`src/design/ltc_pkg.sv`:
```
// Constants for the two-counter timebase and capture timer.
// Assumes pclk is the oscillator clock and the bus is APB with 32-bit data.
package ltc_pkg;

	// Register indices; byte address is four times the index
	localparam logic [5:0] IDX_TB2_CTRL_STATUS = 6'h08;
	localparam logic [5:0] IDX_RELOAD = 6'h09;
	localparam logic [5:0] IDX_COUNT2 = 6'h0a;
	localparam logic [5:0] IDX_TB1_CAP_CTRL_STATUS = 6'h0b;
	localparam logic [5:0] IDX_CAPTURE = 6'h0c;
	localparam logic [5:0] IDX_IRQ_STATUS = 6'h0d;
	localparam logic [5:0] IDX_IRQ_MASK = 6'h0e;

	// Field positions, second control/status register
	localparam int TB2_FLAG_BIT = 0;
	localparam int TB2_IE_BIT = 1;
	// Field positions, first control/status register
	localparam int TB1_FLAG_BIT = 3;
	localparam int TB1_IE_BIT = 4;
	localparam int TB_SEL_BIT = 5;
	localparam int CAP_FLAG_BIT = 6;
	localparam int CAP_IE_BIT = 7;
	// Sticky interrupt status and mask layout
	localparam int IRQ_TB1_BIT = 0;
	localparam int IRQ_TB2_BIT = 1;
	localparam int IRQ_CAP_BIT = 2;
	localparam int IRQ_W = 3;

	// Timing, in oscillator periods
	localparam int PRESCALE = 32;
	localparam int TB_SHORT_OSC = 8000;
	localparam int TB_LONG_OSC = 16000;
	localparam logic [4:0] PRESC_LAST = 5'(PRESCALE - 1);
	localparam logic [7:0] CNT1_LAST = 8'(TB_SHORT_OSC / PRESCALE - 1);
	localparam logic [7:0] CNT2_LAST = 8'hff;

	// Reset values
	localparam logic [7:0] RELOAD_RST = 8'h00;
	localparam logic [7:0] CAPTURE_RST = 8'h00;
	localparam logic CAP_FLAG_RST = 1'b0;
	localparam logic [IRQ_W-1:0] IRQ_MASK_RST = 3'h0;

	typedef struct packed {
		logic [4:0] presc;
		logic [7:0] cnt1;
		logic tb_half;
		logic [7:0] cnt2;
		logic [7:0] reload;
		logic tb2_ie;
		logic tb2_flag;
		logic cap_ie;
		logic cap_flag;
		logic tb_sel;
		logic tb1_ie;
		logic tb1_flag;
		logic [7:0] capture;
		logic pin_prev;
		logic [IRQ_W-1:0] irq_st;
		logic [IRQ_W-1:0] irq_mask;
		logic irq;
		logic [31:0] prdata;
		logic pready;
		logic pslverr;
	} ltc_state_s;

endpackage

```
`src/design/ltc_timer.sv`:
```
// Two 8-bit timebase counters and an 8-bit input capture behind an APB slave.
// Assumes pclk is the oscillator, capture pin and halt input are synchronous.
//
// Operation
// - Timebase-2 enable gates counter-2 overflow requests
// - Counter-2 overflow sets flag; status read clears
// - Second status bits 7:2 read zero
// - Reload register read/write, copied on overflow
// - Counter-2 register read-only, resets zero
// - Capture enable gates capture requests
// - Capture sets flag; capture register read clears
// - Capture flag undefined; software reads once (here the flag resets to zero)
// - Period select: 8000 or 16000 oscillator periods
// - Timebase-1 enable gates timebase-1 requests
// - Counter-1 wrap sets flag, every second one in long period; status read clears
// - Pin edge with flag clear captures count
// - Capture register read-only, resets zero
// - Five registers at indices 08 to 0C; interrupt status and mask added at 0D and 0E
// - Hidden counter 1 wraps F9h to 00h
// - Counter 2 passes FFh, restarts from reload
// - Capture from counter 1, inhibited while flagged
// - Both counters stop in deepest halt
`timescale 1ns/1ps
`default_nettype none

module ltc_timer (
	input wire logic pclk,
	input wire logic presetn,
	input wire logic psel,
	input wire logic penable,
	input wire logic pwrite,
	input wire logic [7:0] paddr,
	input wire logic [31:0] pwdata,
	input wire logic [3:0] pstrb,
	output logic [31:0] prdata,
	output logic pready,
	output logic pslverr,
	input wire logic capture_input_pin,
	input wire logic halt_stop,
	output logic irq
);

	ltc_pkg::ltc_state_s s_q;
	ltc_pkg::ltc_state_s s_d;

	function automatic logic mapped(input logic [5:0] idx);
		mapped = (idx >= ltc_pkg::IDX_TB2_CTRL_STATUS) && (idx <= ltc_pkg::IDX_IRQ_MASK);
	endfunction

	function automatic logic [7:0] reg_value(input logic [5:0] idx, input ltc_pkg::ltc_state_s s);
		logic [7:0] v;
		v = 8'h00;
		unique case (idx)
			ltc_pkg::IDX_TB2_CTRL_STATUS: begin
				v[ltc_pkg::TB2_IE_BIT] = s.tb2_ie;
				v[ltc_pkg::TB2_FLAG_BIT] = s.tb2_flag;
			end
			ltc_pkg::IDX_RELOAD: v = s.reload;
			ltc_pkg::IDX_COUNT2: v = s.cnt2;
			ltc_pkg::IDX_TB1_CAP_CTRL_STATUS: begin
				v[ltc_pkg::CAP_IE_BIT] = s.cap_ie;
				v[ltc_pkg::CAP_FLAG_BIT] = s.cap_flag;
				v[ltc_pkg::TB_SEL_BIT] = s.tb_sel;
				v[ltc_pkg::TB1_IE_BIT] = s.tb1_ie;
				v[ltc_pkg::TB1_FLAG_BIT] = s.tb1_flag;
			end
			ltc_pkg::IDX_CAPTURE: v = s.capture;
			ltc_pkg::IDX_IRQ_STATUS: v = {5'h00, s.irq_st};
			ltc_pkg::IDX_IRQ_MASK: v = {5'h00, s.irq_mask};
			default: v = 8'h00;
		endcase
		reg_value = v;
	endfunction

	logic [5:0] idx;
	logic setup;
	logic done;
	logic wr_done;
	logic rd_done;
	logic tick;
	logic wrap1;
	logic ovf2;
	logic tb1_event;
	logic cap_event;
	localparam int IRQ_W_L = ltc_pkg::IRQ_W;
	logic [IRQ_W_L-1:0] raw_ev;

	assign idx = paddr[7:2];
	assign setup = psel && !penable;
	assign done = psel && penable && s_q.pready;
	assign wr_done = done && pwrite && pstrb[0];
	assign rd_done = done && !pwrite;
	// Counters freeze while halted; prescaler too so the phase is kept
	assign tick = !halt_stop && (s_q.presc == ltc_pkg::PRESC_LAST);
	assign wrap1 = tick && (s_q.cnt1 == ltc_pkg::CNT1_LAST);
	assign ovf2 = tick && (s_q.cnt2 == ltc_pkg::CNT2_LAST);
	// Long period only flags on the second wrap
	assign tb1_event = wrap1 && (!s_q.tb_sel || s_q.tb_half);
	assign cap_event = (capture_input_pin != s_q.pin_prev) && !s_q.cap_flag;
	assign raw_ev[ltc_pkg::IRQ_TB1_BIT] = tb1_event && s_q.tb1_ie;
	assign raw_ev[ltc_pkg::IRQ_TB2_BIT] = ovf2 && s_q.tb2_ie;
	assign raw_ev[ltc_pkg::IRQ_CAP_BIT] = cap_event && s_q.cap_ie;

	always_comb begin
		s_d = s_q;
		s_d.pin_prev = capture_input_pin;

		if (!halt_stop) begin
			s_d.presc = s_q.presc + 5'h01;
		end
		if (tick) begin
			s_d.cnt1 = wrap1 ? 8'h00 : s_q.cnt1 + 8'h01;
			s_d.cnt2 = ovf2 ? s_q.reload : s_q.cnt2 + 8'h01;
		end
		if (wrap1) begin
			s_d.tb_half = s_q.tb_sel ? !s_q.tb_half : 1'b0;
		end

		// Status read-to-clear drops only the timebase flags the read actually returned set,
		// so an event arriving during the access is kept; a capture register read clears cap_flag regardless
		if (rd_done && idx == ltc_pkg::IDX_TB2_CTRL_STATUS && s_q.prdata[ltc_pkg::TB2_FLAG_BIT]) begin
			s_d.tb2_flag = 1'b0;
		end
		if (rd_done && idx == ltc_pkg::IDX_TB1_CAP_CTRL_STATUS && s_q.prdata[ltc_pkg::TB1_FLAG_BIT]) begin
			s_d.tb1_flag = 1'b0;
		end
		if (rd_done && idx == ltc_pkg::IDX_CAPTURE) begin
			s_d.cap_flag = 1'b0;
		end

		if (wr_done) begin
			unique case (idx)
				ltc_pkg::IDX_TB2_CTRL_STATUS: s_d.tb2_ie = pwdata[ltc_pkg::TB2_IE_BIT];
				ltc_pkg::IDX_RELOAD: s_d.reload = pwdata[7:0];
				ltc_pkg::IDX_TB1_CAP_CTRL_STATUS: begin
					s_d.cap_ie = pwdata[ltc_pkg::CAP_IE_BIT];
					s_d.tb_sel = pwdata[ltc_pkg::TB_SEL_BIT];
					s_d.tb1_ie = pwdata[ltc_pkg::TB1_IE_BIT];
				end
				ltc_pkg::IDX_IRQ_STATUS: s_d.irq_st = s_q.irq_st & ~pwdata[IRQ_W_L-1:0];
				ltc_pkg::IDX_IRQ_MASK: s_d.irq_mask = pwdata[IRQ_W_L-1:0];
				default: s_d.irq_mask = s_d.irq_mask;
			endcase
		end

		// Hardware sets win over any clear in the same cycle
		if (ovf2) begin
			s_d.tb2_flag = 1'b1;
		end
		if (tb1_event) begin
			s_d.tb1_flag = 1'b1;
		end
		if (cap_event) begin
			s_d.capture = s_q.cnt1;
			s_d.cap_flag = 1'b1;
		end
		s_d.irq_st = s_d.irq_st | raw_ev;
		s_d.irq = |(s_d.irq_st & s_d.irq_mask);

		// No wait state: data is sampled in setup and shown in access
		s_d.pready = setup;
		s_d.pslverr = setup && !mapped(idx);
		s_d.prdata = s_q.prdata;
		if (setup) begin
			s_d.prdata = {24'h000000, (pwrite ? 8'h00 : reg_value(idx, s_q))};
		end
	end

	always_ff @(posedge pclk or negedge presetn) begin
		if (!presetn) begin
			s_q <= '0;
			s_q.reload <= ltc_pkg::RELOAD_RST;
			s_q.cnt2 <= ltc_pkg::RELOAD_RST;
			s_q.capture <= ltc_pkg::CAPTURE_RST;
			s_q.cap_flag <= ltc_pkg::CAP_FLAG_RST;
			s_q.irq_mask <= ltc_pkg::IRQ_MASK_RST;
		end else begin
			s_q <= s_d;
		end
	end

	assign prdata = s_q.prdata;
	assign pready = s_q.pready;
	assign pslverr = s_q.pslverr;
	assign irq = s_q.irq;
endmodule

`default_nettype wire

```
`config.mk`:
```
export PLATFORM = sky130hd
export DESIGN_NAME = ltc_timer
export DESIGN_NICKNAME = d
export VERILOG_FILES = /design/src/design/ltc_pkg.sv /design/src/design/ltc_timer.sv
export SDC_FILE = /design/constraint.sdc
export NUM_CORES = 1
export LEC_CHECK = 0
export BUFFER_PORTS_ARGS = -buffer_cell sky130_fd_sc_hd__buf_4
export CAP_MARGIN = 30
export CORE_ASPECT_RATIO = 0.75
export CORE_MARGIN = 2
export CORE_UTILIZATION = 48
export DETAILED_ROUTE_END_ITERATION = 10
export PLACE_DENSITY = 0.78
export SLEW_MARGIN = 20
export SYNTH_ARGS = -nofsm -noshare
export SYNTH_HDL_FRONTEND = slang
export SYNTH_SLANG_ARGS = --single-unit
```
`constraint.sdc`:
```
create_clock -name pclk -period 1.8 [get_ports pclk]
set_input_delay 0.27 -clock pclk [delete_from_list [all_inputs] [get_ports pclk]]
set_output_delay 0.27 -clock pclk [all_outputs]
set_load 0.03 [all_outputs]
```
==> results.cfg, run 1 <==
[run_status]
status = complete, no violations

[synthesis]
syn_inst = 318
synth-edff-count = 0
ys.flop_type = dfrtp_1
yosysSeqAreaShare_pct = 46.87
synth_area_um2 = 3363
async_flop_share_pct = 100.0
synth-seq-cells = 63
yosysWarnings = 0
avgSynthCellArea_um2 = 10.58
synth.distinct_cells = 49

[timing]
fin_crit_ns = 1.796
rsz0062_at_grt = true
finalCritPeriodShare_pct = 99.79
hold_viol = 0
timing.fmax_mhz = 556.7
drv_slew = 0
hold_ws_ns = 0.04112
fin_setup_tns_ns = 0
skew_ns = 0.009238
setup_viol = 0

[critical_path]
endpoint_kind = flop
r2r_cells = 9
crit_required_ns = 2.03
critPathMaxFanout = 3
crit_arrival_ns = 2.03
worstReg2RegStart = s_q[82]$_DFFE_PN0N_
start_kind = flop
r2r_slack_ns = 0.004
r2r-end = irq$_DFF_PN0_
cp-endpoint = irq$_DFF_PN0_
crit_start = s_q[82]$_DFFE_PN0N_
critPathKind = flop to flop

[route]
drc = 0
ant_nets = 0
avgViaCountPerCell = 5.481
first_pass_iters = 5
vias = 2576
wl_um = 7516
wl_per_cell_um = 15.99
first_iter_violations = 199

[cells_and_area]
final_cells = 470
area_growth_pct = 22.02
nets = 437
stdcell_area_um2 = 4104
diodes = 0
drive_above_1_share_pct = 33.68

[clock_network]
cts_tree = yes
htreeDepth = 3
clk-insertion-delay-late_ns = 0.35
tritoncts.num_buffers = 9
cts.path.max_buffers = 2
root_buffer = clkbuf_8
cts_num_sinks = 63
path_clk_slew_ns = 0.06

[die]
core.rowCount = 26
die_y_um = 76.49
start_util_pct = 49.47
ios = 86
dieArea_um2 = 7699
die_w_um = 100.7
core_area_um2 = 6799

[place]
dpl.cell_count = 445
portBuffers = 32
hpwl_um = 5371
gp_congestion = 0.9146
place_area_um2 = 3759

[global_routing]
grt_max_degree = 41
grt_usage_pct = 20.41
grt_pass1_vias = 2378
grt_overflow = 0
use_met2_pct = 28.93
use_met1_pct = 29.95
grt_antenna_before_repair = 0
grtUsageMet3_pct = 5.963
gr-max-usage-layer = met1
grt_pass1_wl_um = 12080

[worst_hold_path]
hold_class = primary input to flop

[power_and_ir_drop]
p_per_area_nw_per_um2 = 843.2
leakagePower_nw = 1.986
ir_drop_v = 0.0006332

[flow_run]
max_cap_viol_count = 0
[cell type report]
class                           instances  area, um2
Multi-Input combinational cell        229       1637
Clock inverter                          4      45.04
Timing Repair Buffer                   72      571.8
Sequential cell                        63       1578
Inverter                                6      22.52
Tap cell                               84      105.1
Fill cell                             535       2695
Clock buffer                           12      145.1
[how the worst min path moves through the flow]
stage          cells past startpoint         startpoint                end  slack [ns]
2_1_floorplan                      0            presetn      irq$_DFF_PN0_       -0.03
3_3_place_gp                       1            presetn  s_q[41]$_DFF_PN0_        0.19
3_5_place_dp                       1            presetn  s_q[41]$_DFF_PN0_        0.20
4_1_cts                            1  capture_input_pin  s_q[41]$_DFF_PN0_        0.03
5_1_grt                            1  capture_input_pin  s_q[41]$_DFF_PN0_        0.03
6_report                           1  capture_input_pin  s_q[41]$_DFF_PN0_        0.04
[registers in the layout, summed over array words and instances, names as in the netlist]
signal	count
pready	1
irq	1
s_q	52
prdata	8
pslverr	1
[cells in the final DEF, fill, tap and decap left out, types with 3 or more instances in the layout]
master	Yosys	layout
a21o_1	3	3
a21oi_1	9	9
a221oi_1	6	6
a22o_1	3	3
a22oi_1	3	3
buf_4	32	68
clkbuf_8	0	10
clkinv_2	0	3
conb_1	1	24
dfrtp_1	63	62
ha_1	5	3
inv_1	6	6
mux2_2	25	24
mux2i_1	9	9
nand2_1	31	31
nand3_1	7	6
nand3b_1	3	3
nand4_1	7	7
nor2_1	23	23
nor2b_1	6	5
nor3_1	4	3
nor3_4	1	3
o21ai_0	17	15
o31ai_1	3	3
xnor2_1	5	5
xor2_1	4	4
[Yosys cell counts, types with 3 or more instances]
cell      number  area, um2
a21o_1         3      22.52
a21oi_1        9      45.04
a221oi_1       6      52.55
a22o_1         3      26.28
a22oi_1        3      22.52
and3_1         3      18.77
buf_2          6      30.03
buf_4         32      240.2
clkbuf_1       4      15.01
dfrtp_1       63       1577
ha_1           5      62.56
inv_1          6      22.52
mux2_2        25      281.5
mux2i_1        9      90.09
nand2_1       31      116.4
nand2b_1       3      18.77
nand3_1        7      35.03
nand3b_1       3      22.52
nand4_1        7      43.79
nor2_1        23      86.33
nor2b_1        6      37.54
nor3_1         4      20.02
o21ai_0       17      85.08
o31ai_1        3      22.52
xnor2_1        5      43.79
xor2_1         4      35.03
[through the flow]
step	util (%)	worst slack, ns	total power (W)
after detailed placement	55.28	-0.2422	0.002215
after global routing	60.36	-0.07915	0.003645
after global placement	55.28	-0.2095	0.002188
after floorplan	-	-0.03536	0.002015
after CTS	60.08	0.002143	0.003478
final	60.36	0.003738	0.003460
[metal layers]
metal | routed length [um] | share of wire [%]
met1 | 3437 | 46
met2 | 3372 | 45
met3 | 613 | 8.2
met4 | 92 | 1.2
met5 | 0 | 0
[critical path, stage by stage (launching register included)]
cell	delay, ns
dfrtp_1	0.38
ha_2	0.19
and3_4	0.18
ha_4	0.16
nand2b_4	0.11
buf_12	0.11
nor3_4	0.04
nand3b_1	0.17
a21boi_2	0.07
a221o_1	0.26
[kinds of logic (layout without fill, tap and decap cells)]
family | count (synthesis) | in the layout | share of synthesized area (%)
AND/OR/NAND/NOR | 99 | 99 | 16.44
flip-flops | 63 | 63 | 46.87
AO/OA/AOI/OAI | 57 | 57 | 11.61
buffers and inverters | 49 | 94 | 9.263
multiplexers | 35 | 35 | 11.50
XOR/XNOR | 9 | 9 | 2.344
adder cells (fa/ha/maj) | 5 | 5 | 1.860
other | 1 | 24 | 0.1115
[repair_timing]
| item | 4_1_cts | 5_1_grt |
|---|---|---|
| hold endpoints to repair | 23 | 0 |
| hold buffers | 1 | 0 |
| resized for setup | 13 | 5 |
| setup endpoints to repair | 11 | 11 |
| setup buffers | 7 | 1 |
| pin swaps | 4 | 4 |
[power breakdown]
| group | leakage, nW | internal (W) | switching [W] | total [W] |
|---|---|---|---|---|
| combinational | 1.03 | 0.000302 | 0.000315 | 0.000617 |
| clock | 0.100 | 0.000671 | 0.000531 | 0.00120 |
| sequential | 0.851 | 0.00154 | 0.000106 | 0.00164 |
| total | 1.99 | 0.00251 | 0.000952 | 0.00346 |
Note: power is estimated with default switching activity, not from simulation.
==> run 2, diff against run 1 <==
--- a/config.mk
+++ b/config.mk
@@ -7,3 +7,2 @@
 export LEC_CHECK = 0
-export BUFFER_PORTS_ARGS = -buffer_cell sky130_fd_sc_hd__buf_4
 export CAP_MARGIN = 30
@@ -11,5 +10,6 @@
 export CORE_MARGIN = 2
-export CORE_UTILIZATION = 48
+export CORE_UTILIZATION = 57
 export DETAILED_ROUTE_END_ITERATION = 10
-export PLACE_DENSITY = 0.78
+export DONT_BUFFER_PORTS = 1
+export PLACE_DENSITY = 0.81
 export SLEW_MARGIN = 20
==> constraint.sdc (replaced) <==
create_clock -name pclk -period 1.8 [get_ports pclk]
set_input_delay 0.09 -clock pclk [delete_from_list [all_inputs] [get_ports pclk]]
set_output_delay 0.09 -clock pclk [all_outputs]
set_load 0.03 [all_outputs]
==> run 2 against run 1 <==
Against the previous run:
- the flow now finishes with violations (negative setup slack)
- die area down 15%
- global-route usage grew 2.7 points
- flip-flop and latch count unchanged
- hold slack lost 0.027 ns
- combinational power is 14% lower
- critical path type unchanged
- critical endpoint is now s_q[80]$_DFFE_PN0P_
- largest cell class unchanged
- highest routed layer unchanged
==> results.cfg, run 2 (synthesized netlist as in run 1, its figures left out) <==
[place]
gp_congestion = 0.9271
place_area_um2 = 3413
hpwl_um = 5063
portBuffers = 0

[timing]
fin_crit_ns = 1.815
setup_viol = 3
drv_slew = 0
rsz0062_at_grt = true
fin_setup_tns_ns = -0.03360
skew_ns = 0.01072
timing.fmax_mhz = 551.0
worst_slack_ns = -0.01495
hold_viol = 0
finalCritPeriodShare_pct = 100.8

[critical_path]
r2r-end = s_q[80]$_DFFE_PN0P_
endpoint_kind = flop
critPathMaxFanout = 3
crit_required_ns = 2.03
worstReg2RegStart = s_q[83]$_DFFE_PN0N_
crit_slowest_cell = dfrtp_1
r2r_slack_ns = -0.01
crit_arrival_ns = 2.05
critPathKind = flop to flop
r2r_cells = 9
crit_chain = ha_2 > and3_4 > ha_4 > nor2b_4 > buf_4 > and3_4 > nand4_1 > xor2_1 > nor2_1
cp-endpoint = s_q[80]$_DFFE_PN0P_
critPathMostFrequentCell = and3_4
crit_start = s_q[83]$_DFFE_PN0N_
start_kind = flop
max_stage_delay_ns = 0.38

[route]
first_iter_violations = 299
wl_per_cell_um = 17.16
wl_um = 7463
first_pass_iters = 5
drc = 0
vias = 2501
avgViaCountPerCell = 5.749
ant_nets = 0

[run_status]
violations = negative setup slack
status = finished, violations left

[clock_network]
tritoncts.num_buffers = 9
cts_tree = yes
cts.path.max_buffers = 2
path_clk_slew_ns = 0.07
cts_num_sinks = 63
htreeDepth = 3
clk-insertion-delay-late_ns = 0.34
root_buffer = clkbuf_8

[cells_and_area]
drive_above_1_share_pct = 26.05
seqCellArea_um2 = 1578
diodes = 0
multi_input_area_um2 = 1675
nets = 408
area_growth_pct = 19.31
largest_reg_flops = 52
fillers = 401
top_register = s_q
mostFrequentLayoutCell = dfrtp_1
final_cell_mix = dfrtp_1, nand2_1, mux2_2, conb_1, nor2_1
stdcell_area_um2 = 4013

[global_routing]
grt_usage_pct = 23.16
grt_max_degree = 64
grt_overflow = 0
grt_pass1_wl_um = 11430
grt_pass1_vias = 2285
grt_antenna_before_repair = 0

[worst_hold_path]
hold_class = primary input to flop
min_from = pwrite

[power_and_ir_drop]
leakagePower_nw = 1.866
p_per_area_nw_per_um2 = 896.1
ir_drop_v = 0.0006204

[die]
ios = 86
die_w_um = 92.70
start_util_pct = 58.33
dieArea_um2 = 6537
core.rowCount = 24
core_area_um2 = 5766
die_y_um = 70.53

[flow_run]
max_cap_viol_count = 0
-- run 2: cell type report --
class | instances | share of cell area (%)
multi-input combinational | 229 | 41.75
tap | 78 | 2.432
sequential | 63 | 39.32
inverter | 6 | 0.5613
timing repair buffer | 43 | 10.10
clock buffer | 13 | 4.210
clock inverter | 3 | 1.621
-- run 2: repair_timing --
action	CTS	global route
gates resized for setup	6	25
cloned	0	1
hold buffers	17	1
pin swaps	2	8
hold endpoints to repair	90	1
endpoints found under the setup margin	9	21
setup buffers	3	4
-- run 2: worst min path at each step --
stage / to / slack [ns] / depth (start not counted)
final: prdata[2]$_DFFE_PN0P_ / 0.01 / 2
after global routing: prdata[2]$_DFFE_PN0P_ / 0.0008 / 2
after CTS: s_q[53]$_DFFE_PN0P_ / 0.0007 / 3
after detailed placement: s_q[83]$_DFFE_PN0N_ / -0.20 / 0
after global placement: s_q[82]$_DFFE_PN0N_ / -0.20 / 0
after floorplan: irq$_DFF_PN0_ / -0.21 / 0
-- run 2: stage by stage --
step                      hold slack, ns  cells  util, %  power [W]  setup slack, ns
after global placement           -0.2033    394    59.20   0.002057         -0.04898
after global routing           0.0007885    435    69.60   0.003756          -0.1087
after CTS                      0.0007315    429    67.14   0.003559         -0.03827
after detailed placement         -0.2041    394    59.20   0.002082          -0.1317
final                            0.01401    435    69.60   0.003596         -0.01495
after floorplan                  -0.2056    341        -   0.002015         -0.03536
-- run 2: worst max-delay path: cells and delay by family (launching register included) --
family | cells | cell delay [ns]
buf+inv | 1 | 0.13
fa+ha+maj | 2 | 0.33
simple gates | 5 | 0.71
xor+xnor | 1 | 0.16
flops | 1 | 0.38
-- run 2: power by group --
group	internal [W]	switching [W]
sequential	0.00154	0.000128
clock	0.000891	0.000511
combinational	0.000259	0.000271
total	0.00269	0.000910
-- run 2: routing by layer --
| metal | global-route usage [%] | vias up | part of all wire [%] |
|---|---|---|---|
| met5 | 0 | - | 0 |
| met4 | 7.190 | 0 | 1.8 |
| met3 | 8.738 | 17 | 9.5 |
| met2 | 33.58 | 131 | 46 |
| met1 | 32.65 | 1207 | 43 |
| li1 | - | 1146 | - |
